### src/design/wwdt_pkg.sv
// Package of timing constants and phase encodings for the windowed watchdog.
package wwdt_pkg;

  // Clock period in picoseconds (250 MHz).
  localparam int unsigned CLK_PERIOD_PS = 4000;

  // Reset pulse length, 150 us, as a least time rounded up to cycles.
  localparam int unsigned RST_PULSE_NS = 150000;
  localparam int unsigned RST_PULSE_CYC =
    (RST_PULSE_NS * 1000 + CLK_PERIOD_PS - 1) / CLK_PERIOD_PS;

  // Power-up phase base 0.8 ms per (kilohm + 1); window 0.175 ms/kilohm + 1.2 ms.
  localparam int unsigned PWRUP_STEP_NS = 800000;
  localparam int unsigned WIN_STEP_NS = 175000;
  localparam int unsigned WIN_BASE_NS = 1200000;

  // Default select resistance in kilohms (within 33 to 680).
  localparam int unsigned SEL_RES_KOHM = 33;

  // Default cycle counts derived from the times above.
  localparam int unsigned PWRUP_CYC =
    PWRUP_STEP_NS * (SEL_RES_KOHM + 1) / (CLK_PERIOD_PS / 1000);
  localparam int unsigned WIN_CYC =
    (WIN_STEP_NS * SEL_RES_KOHM + WIN_BASE_NS) / (CLK_PERIOD_PS / 1000);

  // Width of the cycle counters; covers 120 ms and long power-up phases.
  localparam int unsigned CNT_W = 32;

  // Reset output level while idle.
  localparam logic RST_OUT_IDLE = 1'b1;

  typedef enum logic [1:0] {
    WWDT_OFF,
    WWDT_PWRUP,
    WWDT_PERIOD,
    WWDT_PULSE
  } wwdt_phase_e;

endpackage

### src/design/wwdt_edge.sv
// Falling-edge detector for the watchdog strobe input.
`timescale 1ns/1ps
`default_nettype none
module wwdt_edge (
  // Clock and reset.
  input wire logic mclk,
  input wire logic rst_n,
  // Strobe level in, one-cycle falling-edge pulse out.
  input wire logic level_in,
  output logic fall_pulse
);

  logic last_reg;

  // The previous level starts high, so a strobe already low at reset release counts as an edge.
  always_ff @(posedge mclk) begin
    if (!rst_n) begin
      last_reg <= 1'b1;
    end else begin
      last_reg <= level_in;
    end
  end

  assign fall_pulse = last_reg & ~level_in;

endmodule
`default_nettype wire

### src/design/wwdt_top.sv
// Windowed watchdog timer supervising a host by its falling-edge strobes.
// Behaviour
// - Select input held low keeps watchdog off and reset output high.
// - After power-on reset output goes high and power-up phase counts, unwindowed.
// - Power-up timeout pulses reset output low, then power-up timer restarts.
// - Power-up phase length is 0.8 ms times (kilohms plus one).
// - Each low reset pulse lasts about 150 microseconds.
// - First strobe in power-up ends it, enables windows, starts a period.
// - Strobe valid only from half to full window length after period start.
// - Strobe inside open window restarts period, reset output stays high.
// - Strobe before window opens pulses reset low at once, clears counter.
// - After a reset pulse in windowed operation the next period starts at its rising end.
// - No strobe in whole period: reset pulses low when timer expires.
// - Window length is 0.175 ms per kilohm plus 1.2 ms.
// - Window lengths from about 7 ms to 120 ms are supported.
`timescale 1ns/1ps
`default_nettype none
module wwdt_top
  import wwdt_pkg::*;
#(
  parameter int unsigned W = CNT_W
) (
  // Clock and reset.
  input wire logic mclk,
  input wire logic rst_n,
  // Host strobe.
  input wire logic watchdog_strobe_in,
  // Configuration in clock cycles, and disable.
  input wire logic window_length_select,
  input wire logic [W-1:0] window_cycles,
  input wire logic [W-1:0] powerup_cycles,
  input wire logic [W-1:0] pulse_cycles,
  // Watchdog reset and phase status.
  output logic watchdog_reset_out_n,
  output logic windowed_active
);

  wwdt_phase_e phase_reg;
  logic [W-1:0] cnt_reg;
  logic strobe_fall;
  logic disabled;
  logic win_open;
  logic expired;
  logic pulse_done;
  logic [W-1:0] limit;
  logic [W-1:0] low_run;

  wwdt_edge u_edge (
    .mclk(mclk),
    .rst_n(rst_n),
    .level_in(watchdog_strobe_in),
    .fall_pulse(strobe_fall)
  );

  // A low select input stands for the floating pin: watchdog off.
  assign disabled = ~window_length_select;

  // A zero length is treated as one cycle.
  function automatic logic [W-1:0] min1(input logic [W-1:0] v);
    return (v == '0) ? {{(W-1){1'b0}}, 1'b1} : v;
  endfunction

  // Window opens at half the window length.
  assign win_open = cnt_reg >= (min1(window_cycles) >> 1);
  // Lengths arrive as cycle counts, so no resistor needs sensing.
  always_comb begin
    limit = min1(window_cycles);
    unique case (phase_reg)
      WWDT_OFF: limit = min1(window_cycles);
      WWDT_PWRUP: limit = min1(powerup_cycles);
      WWDT_PERIOD: limit = min1(window_cycles);
      WWDT_PULSE: limit = min1(pulse_cycles);
    endcase
  end
  assign expired = cnt_reg >= limit - 1'b1;
  assign pulse_done = cnt_reg >= min1(pulse_cycles) - 1'b1;

  // Phase sequencing.
  always_ff @(posedge mclk) begin
    if (!rst_n) begin
      phase_reg <= WWDT_PWRUP;
    end else if (disabled) begin
      phase_reg <= WWDT_OFF;
    end else begin
      unique case (phase_reg)
        WWDT_OFF: phase_reg <= WWDT_PWRUP;
        WWDT_PWRUP: begin
          if (strobe_fall) begin
            phase_reg <= WWDT_PERIOD;
          end else if (expired) begin
            phase_reg <= WWDT_PULSE;
          end
        end
        WWDT_PERIOD: begin
          if (strobe_fall && !win_open) begin
            phase_reg <= WWDT_PULSE;
          end else if (!strobe_fall && expired) begin
            phase_reg <= WWDT_PULSE;
          end
        end
        WWDT_PULSE: begin
          if (pulse_done) begin
            phase_reg <= windowed_active ? WWDT_PERIOD : WWDT_PWRUP;
          end
        end
      endcase
    end
  end

  // Cycle counter, cleared at every phase change or accepted strobe.
  always_ff @(posedge mclk) begin
    if (!rst_n || disabled) begin
      cnt_reg <= '0;
    end else begin
      unique case (phase_reg)
        WWDT_OFF: cnt_reg <= '0;
        WWDT_PWRUP: cnt_reg <= (strobe_fall || expired) ? '0 : cnt_reg + 1'b1;
        WWDT_PERIOD: cnt_reg <= (strobe_fall || expired) ? '0 : cnt_reg + 1'b1;
        WWDT_PULSE: cnt_reg <= pulse_done ? '0 : cnt_reg + 1'b1;
      endcase
    end
  end

  // Remembers that windowed operation has begun.
  always_ff @(posedge mclk) begin
    if (!rst_n || disabled) begin
      windowed_active <= 1'b0;
    end else if (phase_reg == WWDT_PWRUP && strobe_fall) begin
      windowed_active <= 1'b1;
    end
  end

  // Reset output, loaded low exactly when the pulse phase is next, so it is low in the pulse phase.
  always_ff @(posedge mclk) begin
    if (!rst_n || disabled) begin
      watchdog_reset_out_n <= RST_OUT_IDLE;
    end else begin
      unique case (phase_reg)
        WWDT_PWRUP: watchdog_reset_out_n <= !(expired && !strobe_fall);
        WWDT_PERIOD:
          watchdog_reset_out_n <= !(strobe_fall ? !win_open : expired);
        WWDT_PULSE: watchdog_reset_out_n <= pulse_done;
        WWDT_OFF: watchdog_reset_out_n <= RST_OUT_IDLE;
      endcase
    end
  end

  // Helper for the checks: counts how long the reset output has been low.
  always_ff @(posedge mclk) begin
    if (!rst_n || disabled || watchdog_reset_out_n) begin
      low_run <= '0;
    end else begin
      low_run <= low_run + 1'b1;
    end
  end

  // Reset output is low exactly in the pulse phase.
  out_match_a: assert property (@(posedge mclk) disable iff (!rst_n)
    (watchdog_reset_out_n == (phase_reg != WWDT_PULSE)))
    else $error("reset output disagrees with pulse phase");

  disabled_high_a: assert property (@(posedge mclk) disable iff (!rst_n)
    $past(disabled) && disabled |-> watchdog_reset_out_n)
    else $error("reset output low while disabled");

  early_pulse_a: assert property (@(posedge mclk) disable iff (!rst_n)
    phase_reg == WWDT_PERIOD && strobe_fall && !win_open && !disabled
    |=> !watchdog_reset_out_n)
    else $error("early strobe gave no reset pulse");

  good_strobe_a: assert property (@(posedge mclk) disable iff (!rst_n)
    phase_reg == WWDT_PERIOD && strobe_fall && win_open && !disabled
    |=> watchdog_reset_out_n && cnt_reg == '0)
    else $error("valid strobe did not restart period");

  timeout_a: assert property (@(posedge mclk) disable iff (!rst_n)
    phase_reg == WWDT_PERIOD && !strobe_fall && expired && !disabled
    |=> phase_reg == WWDT_PULSE)
    else $error("period expired without reset pulse");

  pwrup_end_a: assert property (@(posedge mclk) disable iff (!rst_n)
    phase_reg == WWDT_PWRUP && strobe_fall && !disabled
    |=> phase_reg == WWDT_PERIOD && windowed_active)
    else $error("first strobe did not enable windows");

  pwrup_retry_a: assert property (@(posedge mclk) disable iff (!rst_n)
    phase_reg == WWDT_PULSE && pulse_done && !windowed_active && !disabled
    |=> phase_reg == WWDT_PWRUP && watchdog_reset_out_n)
    else $error("power-up timer not restarted after pulse");

  pulse_end_a: assert property (@(posedge mclk) disable iff (!rst_n)
    phase_reg == WWDT_PULSE && pulse_done && windowed_active && !disabled
    |=> phase_reg == WWDT_PERIOD && cnt_reg == '0)
    else $error("period did not start at pulse end");

  pulse_len_a: assert property (@(posedge mclk) disable iff (!rst_n)
    phase_reg == WWDT_PULSE && !disabled && !pulse_done
    |=> phase_reg == WWDT_PULSE)
    else $error("reset pulse ended early");

  reset_idle_a: assert property (@(posedge mclk)
    !rst_n |=> watchdog_reset_out_n && !windowed_active && cnt_reg == '0 &&
    phase_reg == WWDT_PWRUP)
    else $error("reset left the watchdog busy");

  pulse_exact_a: assert property (@(posedge mclk) disable iff (!rst_n)
    $rose(watchdog_reset_out_n) && !$past(disabled) && $past(rst_n)
    |-> low_run == min1(pulse_cycles))
    else $error("reset pulse length differs from setting");

  off_enter_a: assert property (@(posedge mclk) disable iff (!rst_n)
    disabled |=> phase_reg == WWDT_OFF && cnt_reg == '0 && !windowed_active)
    else $error("disable did not stop the watchdog");

  off_leave_a: assert property (@(posedge mclk) disable iff (!rst_n)
    phase_reg == WWDT_OFF && !disabled
    |=> phase_reg == WWDT_PWRUP && cnt_reg == '0 && watchdog_reset_out_n)
    else $error("enable did not restart power-up");

  off_out_a: assert property (@(posedge mclk) disable iff (!rst_n)
    phase_reg == WWDT_OFF |-> watchdog_reset_out_n)
    else $error("reset output low while off");

  pwrup_timeout_a: assert property (@(posedge mclk) disable iff (!rst_n)
    phase_reg == WWDT_PWRUP && expired && !strobe_fall && !disabled
    |=> phase_reg == WWDT_PULSE && !watchdog_reset_out_n)
    else $error("power-up expiry gave no pulse");

  pwrup_count_a: assert property (@(posedge mclk) disable iff (!rst_n)
    phase_reg == WWDT_PWRUP && !expired && !strobe_fall && !disabled
    |=> phase_reg == WWDT_PWRUP && cnt_reg == $past(cnt_reg) + 1'b1)
    else $error("power-up timer did not advance");

  pwrup_bound_a: assert property (@(posedge mclk) disable iff (!rst_n)
    phase_reg == WWDT_PWRUP |-> cnt_reg < min1(powerup_cycles))
    else $error("power-up timer ran past its length");

  pulse_bound_a: assert property (@(posedge mclk) disable iff (!rst_n)
    phase_reg == WWDT_PULSE |-> cnt_reg < min1(pulse_cycles))
    else $error("pulse timer ran past its length");

  pulse_count_a: assert property (@(posedge mclk) disable iff (!rst_n)
    phase_reg == WWDT_PULSE && !pulse_done && !disabled
    |=> cnt_reg == $past(cnt_reg) + 1'b1)
    else $error("pulse timer did not advance");

  period_bound_a: assert property (@(posedge mclk) disable iff (!rst_n)
    phase_reg == WWDT_PERIOD |-> cnt_reg < min1(window_cycles))
    else $error("period timer ran past the window");

  period_count_a: assert property (@(posedge mclk) disable iff (!rst_n)
    phase_reg == WWDT_PERIOD && !strobe_fall && !expired && !disabled
    |=> phase_reg == WWDT_PERIOD && cnt_reg == $past(cnt_reg) + 1'b1)
    else $error("period timer did not advance");

  pwrup_strobe_a: assert property (@(posedge mclk) disable iff (!rst_n)
    phase_reg == WWDT_PWRUP && strobe_fall && !disabled
    |=> cnt_reg == '0 && watchdog_reset_out_n)
    else $error("first strobe did not clear the timer");

  early_clear_a: assert property (@(posedge mclk) disable iff (!rst_n)
    phase_reg == WWDT_PERIOD && strobe_fall && !win_open && !disabled
    |=> phase_reg == WWDT_PULSE && cnt_reg == '0)
    else $error("early strobe did not clear the counter");

  timeout_out_a: assert property (@(posedge mclk) disable iff (!rst_n)
    phase_reg == WWDT_PERIOD && !strobe_fall && expired && !disabled
    |=> !watchdog_reset_out_n && cnt_reg == '0)
    else $error("expiry did not drive the output low");

  window_accept_a: assert property (@(posedge mclk) disable iff (!rst_n)
    phase_reg == WWDT_PERIOD && strobe_fall && win_open && !disabled
    |=> phase_reg == WWDT_PERIOD)
    else $error("strobe in open window left the period");

  strobe_ignored_a: assert property (@(posedge mclk) disable iff (!rst_n)
    phase_reg == WWDT_PULSE && strobe_fall && !pulse_done && !disabled
    |=> phase_reg == WWDT_PULSE && !watchdog_reset_out_n)
    else $error("strobe cut a reset pulse short");

  active_sticky_a: assert property (@(posedge mclk) disable iff (!rst_n)
    windowed_active && !disabled |=> windowed_active)
    else $error("windowed operation dropped");

  fall_level_a: assert property (@(posedge mclk) disable iff (!rst_n)
    strobe_fall |-> !watchdog_strobe_in)
    else $error("edge seen while strobe high");

  period_out_a: assert property (@(posedge mclk) disable iff (!rst_n)
    phase_reg == WWDT_PERIOD || phase_reg == WWDT_PWRUP
    |-> watchdog_reset_out_n)
    else $error("reset output low outside a pulse");

endmodule
`default_nettype wire

### config.mk
export PLATFORM = sky130hd
export DESIGN_NAME = wwdt_top
export DESIGN_NICKNAME = d
export VERILOG_FILES = /design/src/design/wwdt_pkg.sv /design/src/design/wwdt_edge.sv /design/src/design/wwdt_top.sv
export SDC_FILE = /design/constraint.sdc
export NUM_CORES = 1
export LEC_CHECK = 0
export BUFFER_PORTS_ARGS = -buffer_cell sky130_fd_sc_hd__clkbuf_2
export CAP_MARGIN = 40
export CORE_MARGIN = 2
export CORE_UTILIZATION = 50
export CTS_CLUSTER_SIZE = 30
export DETAILED_ROUTE_END_ITERATION = 7
export GPL_TIMING_DRIVEN = 1
export HOLD_SLACK_MARGIN = 0.03
export PLACE_DENSITY = 0.69
export SLEW_MARGIN = 20
export SYNTH_ARGS = -nofsm -noshare
export SYNTH_HDL_FRONTEND = slang
export SYNTH_SLANG_ARGS = --single-unit
export TNS_END_PERCENT = 5
### constraint.sdc
create_clock -name mclk -period 7.4 [get_ports mclk]
set_input_delay 0.74 -clock mclk [delete_from_list [all_inputs] [get_ports mclk]]
set_output_delay 0.74 -clock mclk [all_outputs]
set_load 0.01 [all_outputs]
==> summary.txt <==
Synthesis
  – Area share of fa/ha/maj cells after synthesis: 21.54%
  – Flops & latches, synth: 37
  – Synth cell types: between 60 and 70
  – Register area share after synthesis: around an eighth
  – FFs w/ async S/R, synth: 0%
  – Post-synth EDFFs: 0
  – Largest family of logic cells by synthesized area: simple AND/OR/NAND/NOR gates
  – Synth Cell Area: 6042 sq um
  – Syn avg cell area: around 7.4 sq um
  – Cell count after synthesis: between 800 and 900
  – Synth Area in Compound Gates: 20.63%
  – Synth top area share: about 22%
  – Mapped Nets: 1016
  – Largest cells by area after synthesis: ha_1 22%, dfxtp_1 12%, xnor2_1 6.7%, xor2_1 5.7%, nor2_1 5.3%
  – Post-synthesis cell type with the largest combined area: ha_1
  – Post-synthesis mux area share: less than 1%
  – Top FF cell, synth: dfxtp_1
  – Yosys Warn Count: 0
  – Xor/xnor share of the synthesized area: 12.32%
  – Simple-gate portion of the synthesized area: 28.20%

Timing
  – Final setup vio count: 0
  – Crit share post-route: 92.33%
  – Slew headroom: between 50 and 60%
  – RSZ-0062 raised after global routing: false
  – Pins Over Slew Limit: 0
  – Final hold viol count: 0
  – Final setup TNS: 0 ps
  – Slew @ Worst Pin: roughly 700 ps
  – Fin crit period: 6832 ps
  – Final setup margin: 567.7 ps
  – Skew final: 5.867 ps
  – Peak Freq: about 150 MHz

Floorplan
  – Ports: approximately 100
  – Site Rows: 40
  – Die area: approximately 13000 sq um
  – Initial Utilization: between 50% and 60%
  – Die Y: 113.9 um
  – Placeable core area: 11910 sq um
  – DIE WIDTH: 113.9 um

Routing
  – Residual DRC count: 0
  – Routed wire length: roughly 20000 um
  – Via/cell ratio: approximately 6.3
  – Met3 wire len: approximately 1500 um
  – DR top layer: met4
  – Vias post-DR: between 6000 and 7000
  – Initial DRC Count: 547
  – Met2 wire length: 9401 um
  – Final ANT Viol Nets: 0
  – First-pass DRT Iterations: 5
  – Met1 wire length: ~8700 um
  – Routed wire per std cell: 19.23 um

Place
  – Area post-placement: approximately 6700 sq um
  – Dpl hpwl: 16610 um
  – Buffers on Ports: between 100 and 150
  – Dpl ws: between 600 and 700 ps
  – Routability cong.: around 1

Layout
  – Commonest non-fill, non-tap cell in the layout: ha_1
  – ANT cells: 0
  – Layout cell share with drive strength beyond 1: about 15%
  – Most frequent cells in the layout: 103 x ha_1, 101 x clkbuf_2, 86 x nor2_1
  – Layout Area Growth over Synthesis: 13.48%
  – Final #Nets: approximately 1100
  – Post-route cell area: roughly 7000 sq um
  – Number of flip-flops under the largest register name: 32

Global routing
  – First-pass GRT wire length: approximately 32000 um
  – Grt ovf: 0
  – Initial antenna violation count: 0
  – Largest net degree at the start of global routing: 47
  – Total track usage: 31.22%
  – Vias in the first global route: around 6000

Power
  – Sequential group share of total power: ~25%
  – Comb pwr share: between 40 and 50%
  – Clock share of power: approximately a third
  – PD cells: about 120 nW/um^2
  – Worst vdd ir: around 78 uV
  – Internal power: around 0.50 mW
  – Sw Pwr: roughly 0.32 mW
  – Leak: roughly 3 nW
  – Sw Share: 38.52%

Worst setup path
  – Max Fanout on Critical Path: 25
  – Crit-path slowest cell: or4_1
  – CP Data Required Time: roughly 7600 ps
  – Cell family with most CP delay: simple AND/OR/NAND/NOR gates
  – Endpoint type of the worst setup path: flip-flop
  – Arr. time, crit path: 7020 ps
  – Worst Setup Path Type: reg2reg
  – Worst setup SP type: flip-flop
  – CP max stage delay: about 630 ps
  – WP buf/inv: 6

Clock network
  – Clock sinks: 37
  – H-tree levels: 2
  – Clk buf depth: 2
  – CTS root buf: clkbuf_16
  – Post-CTS resize count: 0
  – Hold Buf Count CTS: 0
  – TritonCTS clock tree: done
  – Clock transition at path regs: roughly 60 ps
  – Num CTS Buffers: 5
  – Post-CTS setup buffers: 0
  – Skew-Pair Late Insertion Delay: ~290 ps

Worst hold path
  – Hold Crit Class: reg2reg

Flow run
  – MaxCap Viol Count: 0

Run status
  – Outcome: finished clean
## power groups by stage
stage / registers (mW) / clock network [mW] / logic, mW
6_report: 0.204 / 0.262 / 0.352
5_1_grt: 0.204 / 0.270 / 0.386
4_1_cts: 0.204 / 0.264 / 0.344
3_5_place_dp: 0.208 / 0 / 0.341
3_3_place_gp: 0.208 / 0 / 0.341
2_1_floorplan: 0.208 / 0 / 0.236
## Yosys cell counts (6+ instances only)
library cell / instances
and3_1: 13
a21o_1: 9
a211oi_1: 9
or4_1: 8
o21ai_0: 44
a31oi_1: 8
nand3_1: 29
ha_1: 104
clkbuf_1: 10
nor3_1: 27
nor2_1: 86
nand4_1: 21
buf_2: 8
xnor2_1: 46
dfxtp_1: 37
inv_1: 47
or3_1: 6
nor4_1: 28
a22oi_1: 15
nand2_1: 63
xor2_1: 39
a21oi_1: 51
nor2b_1: 8
## logic make-up (layout without fill, tap and decap cells)
logic type      Yosys count  after routing
simple gates            323            323
compound gates          192            192
fa+ha+maj               104            104
xor+xnor                 85             85
buf+inv                  70            163
flops                    37             37
mux                       1              1
## metrics by stage
stage	util (%)	power, mW	hold WS, ps	std cells
6_report	57.56	0.8179	545.2	1052
5_1_grt	57.56	0.8608	551.2	1052
4_1_cts	57.56	0.8120	549.4	1052
3_5_place_dp	56.08	0.5496	532.1	1044
3_3_place_gp	56.08	0.5490	522.1	1044
2_1_floorplan	-	0.4435	448.5	812
## per-layer routing
layer | up-vias | global-route usage, %
met5 | - | 0
met2 | 303 | 52.30
met4 | 0 | 10.81
met3 | 40 | 3.613
li1 | 3193 | -
met1 | 3058 | 41.55
## layout make-up
type	instances	area, sq um
flip-flops and latches	37	740.7
clock inverters	2	37.54
repair buffers	108	570.5
fillers	1168	5055
clock buffers	6	138.9
inverters	47	176.4
multi-input cells	705	5009
well taps	147	183.9
## worst reg2reg max path, stage by stage (launching register included)
cell and delay, ps:
dfxtp_1 420, inv_1 110, ha_1 420, or2_1 320, buf_4 230, nand2_1 90, nor3_1 50, o31a_1 370
inv_1 110, ha_1 230, inv_1 90, or4_1 640, nand4b_4 270, or4_1 580, xor2_1 160, ha_1 290
nand4_1 130, or2_2 330, or4_1 500, o21ai_0 170, o31ai_1 100, buf_4 160, a31o_1 220, nand2_1 440
buf_12 240, nor2_1 70
## path summary, 6_finish.rpt
kind	startpoint	to	slack, ps	cells after the start
setup / recovery	phase_reg[0]	cnt_reg[27]	570	25
hold / removal	cnt_reg[0]	cnt_reg[0]	550	1
setup reg to reg	phase_reg[0]	cnt_reg[27]	570	25
hold reg to reg	cnt_reg[0]	cnt_reg[0]	550	1
No activity file was read; power rests on OpenSTA's default activity.
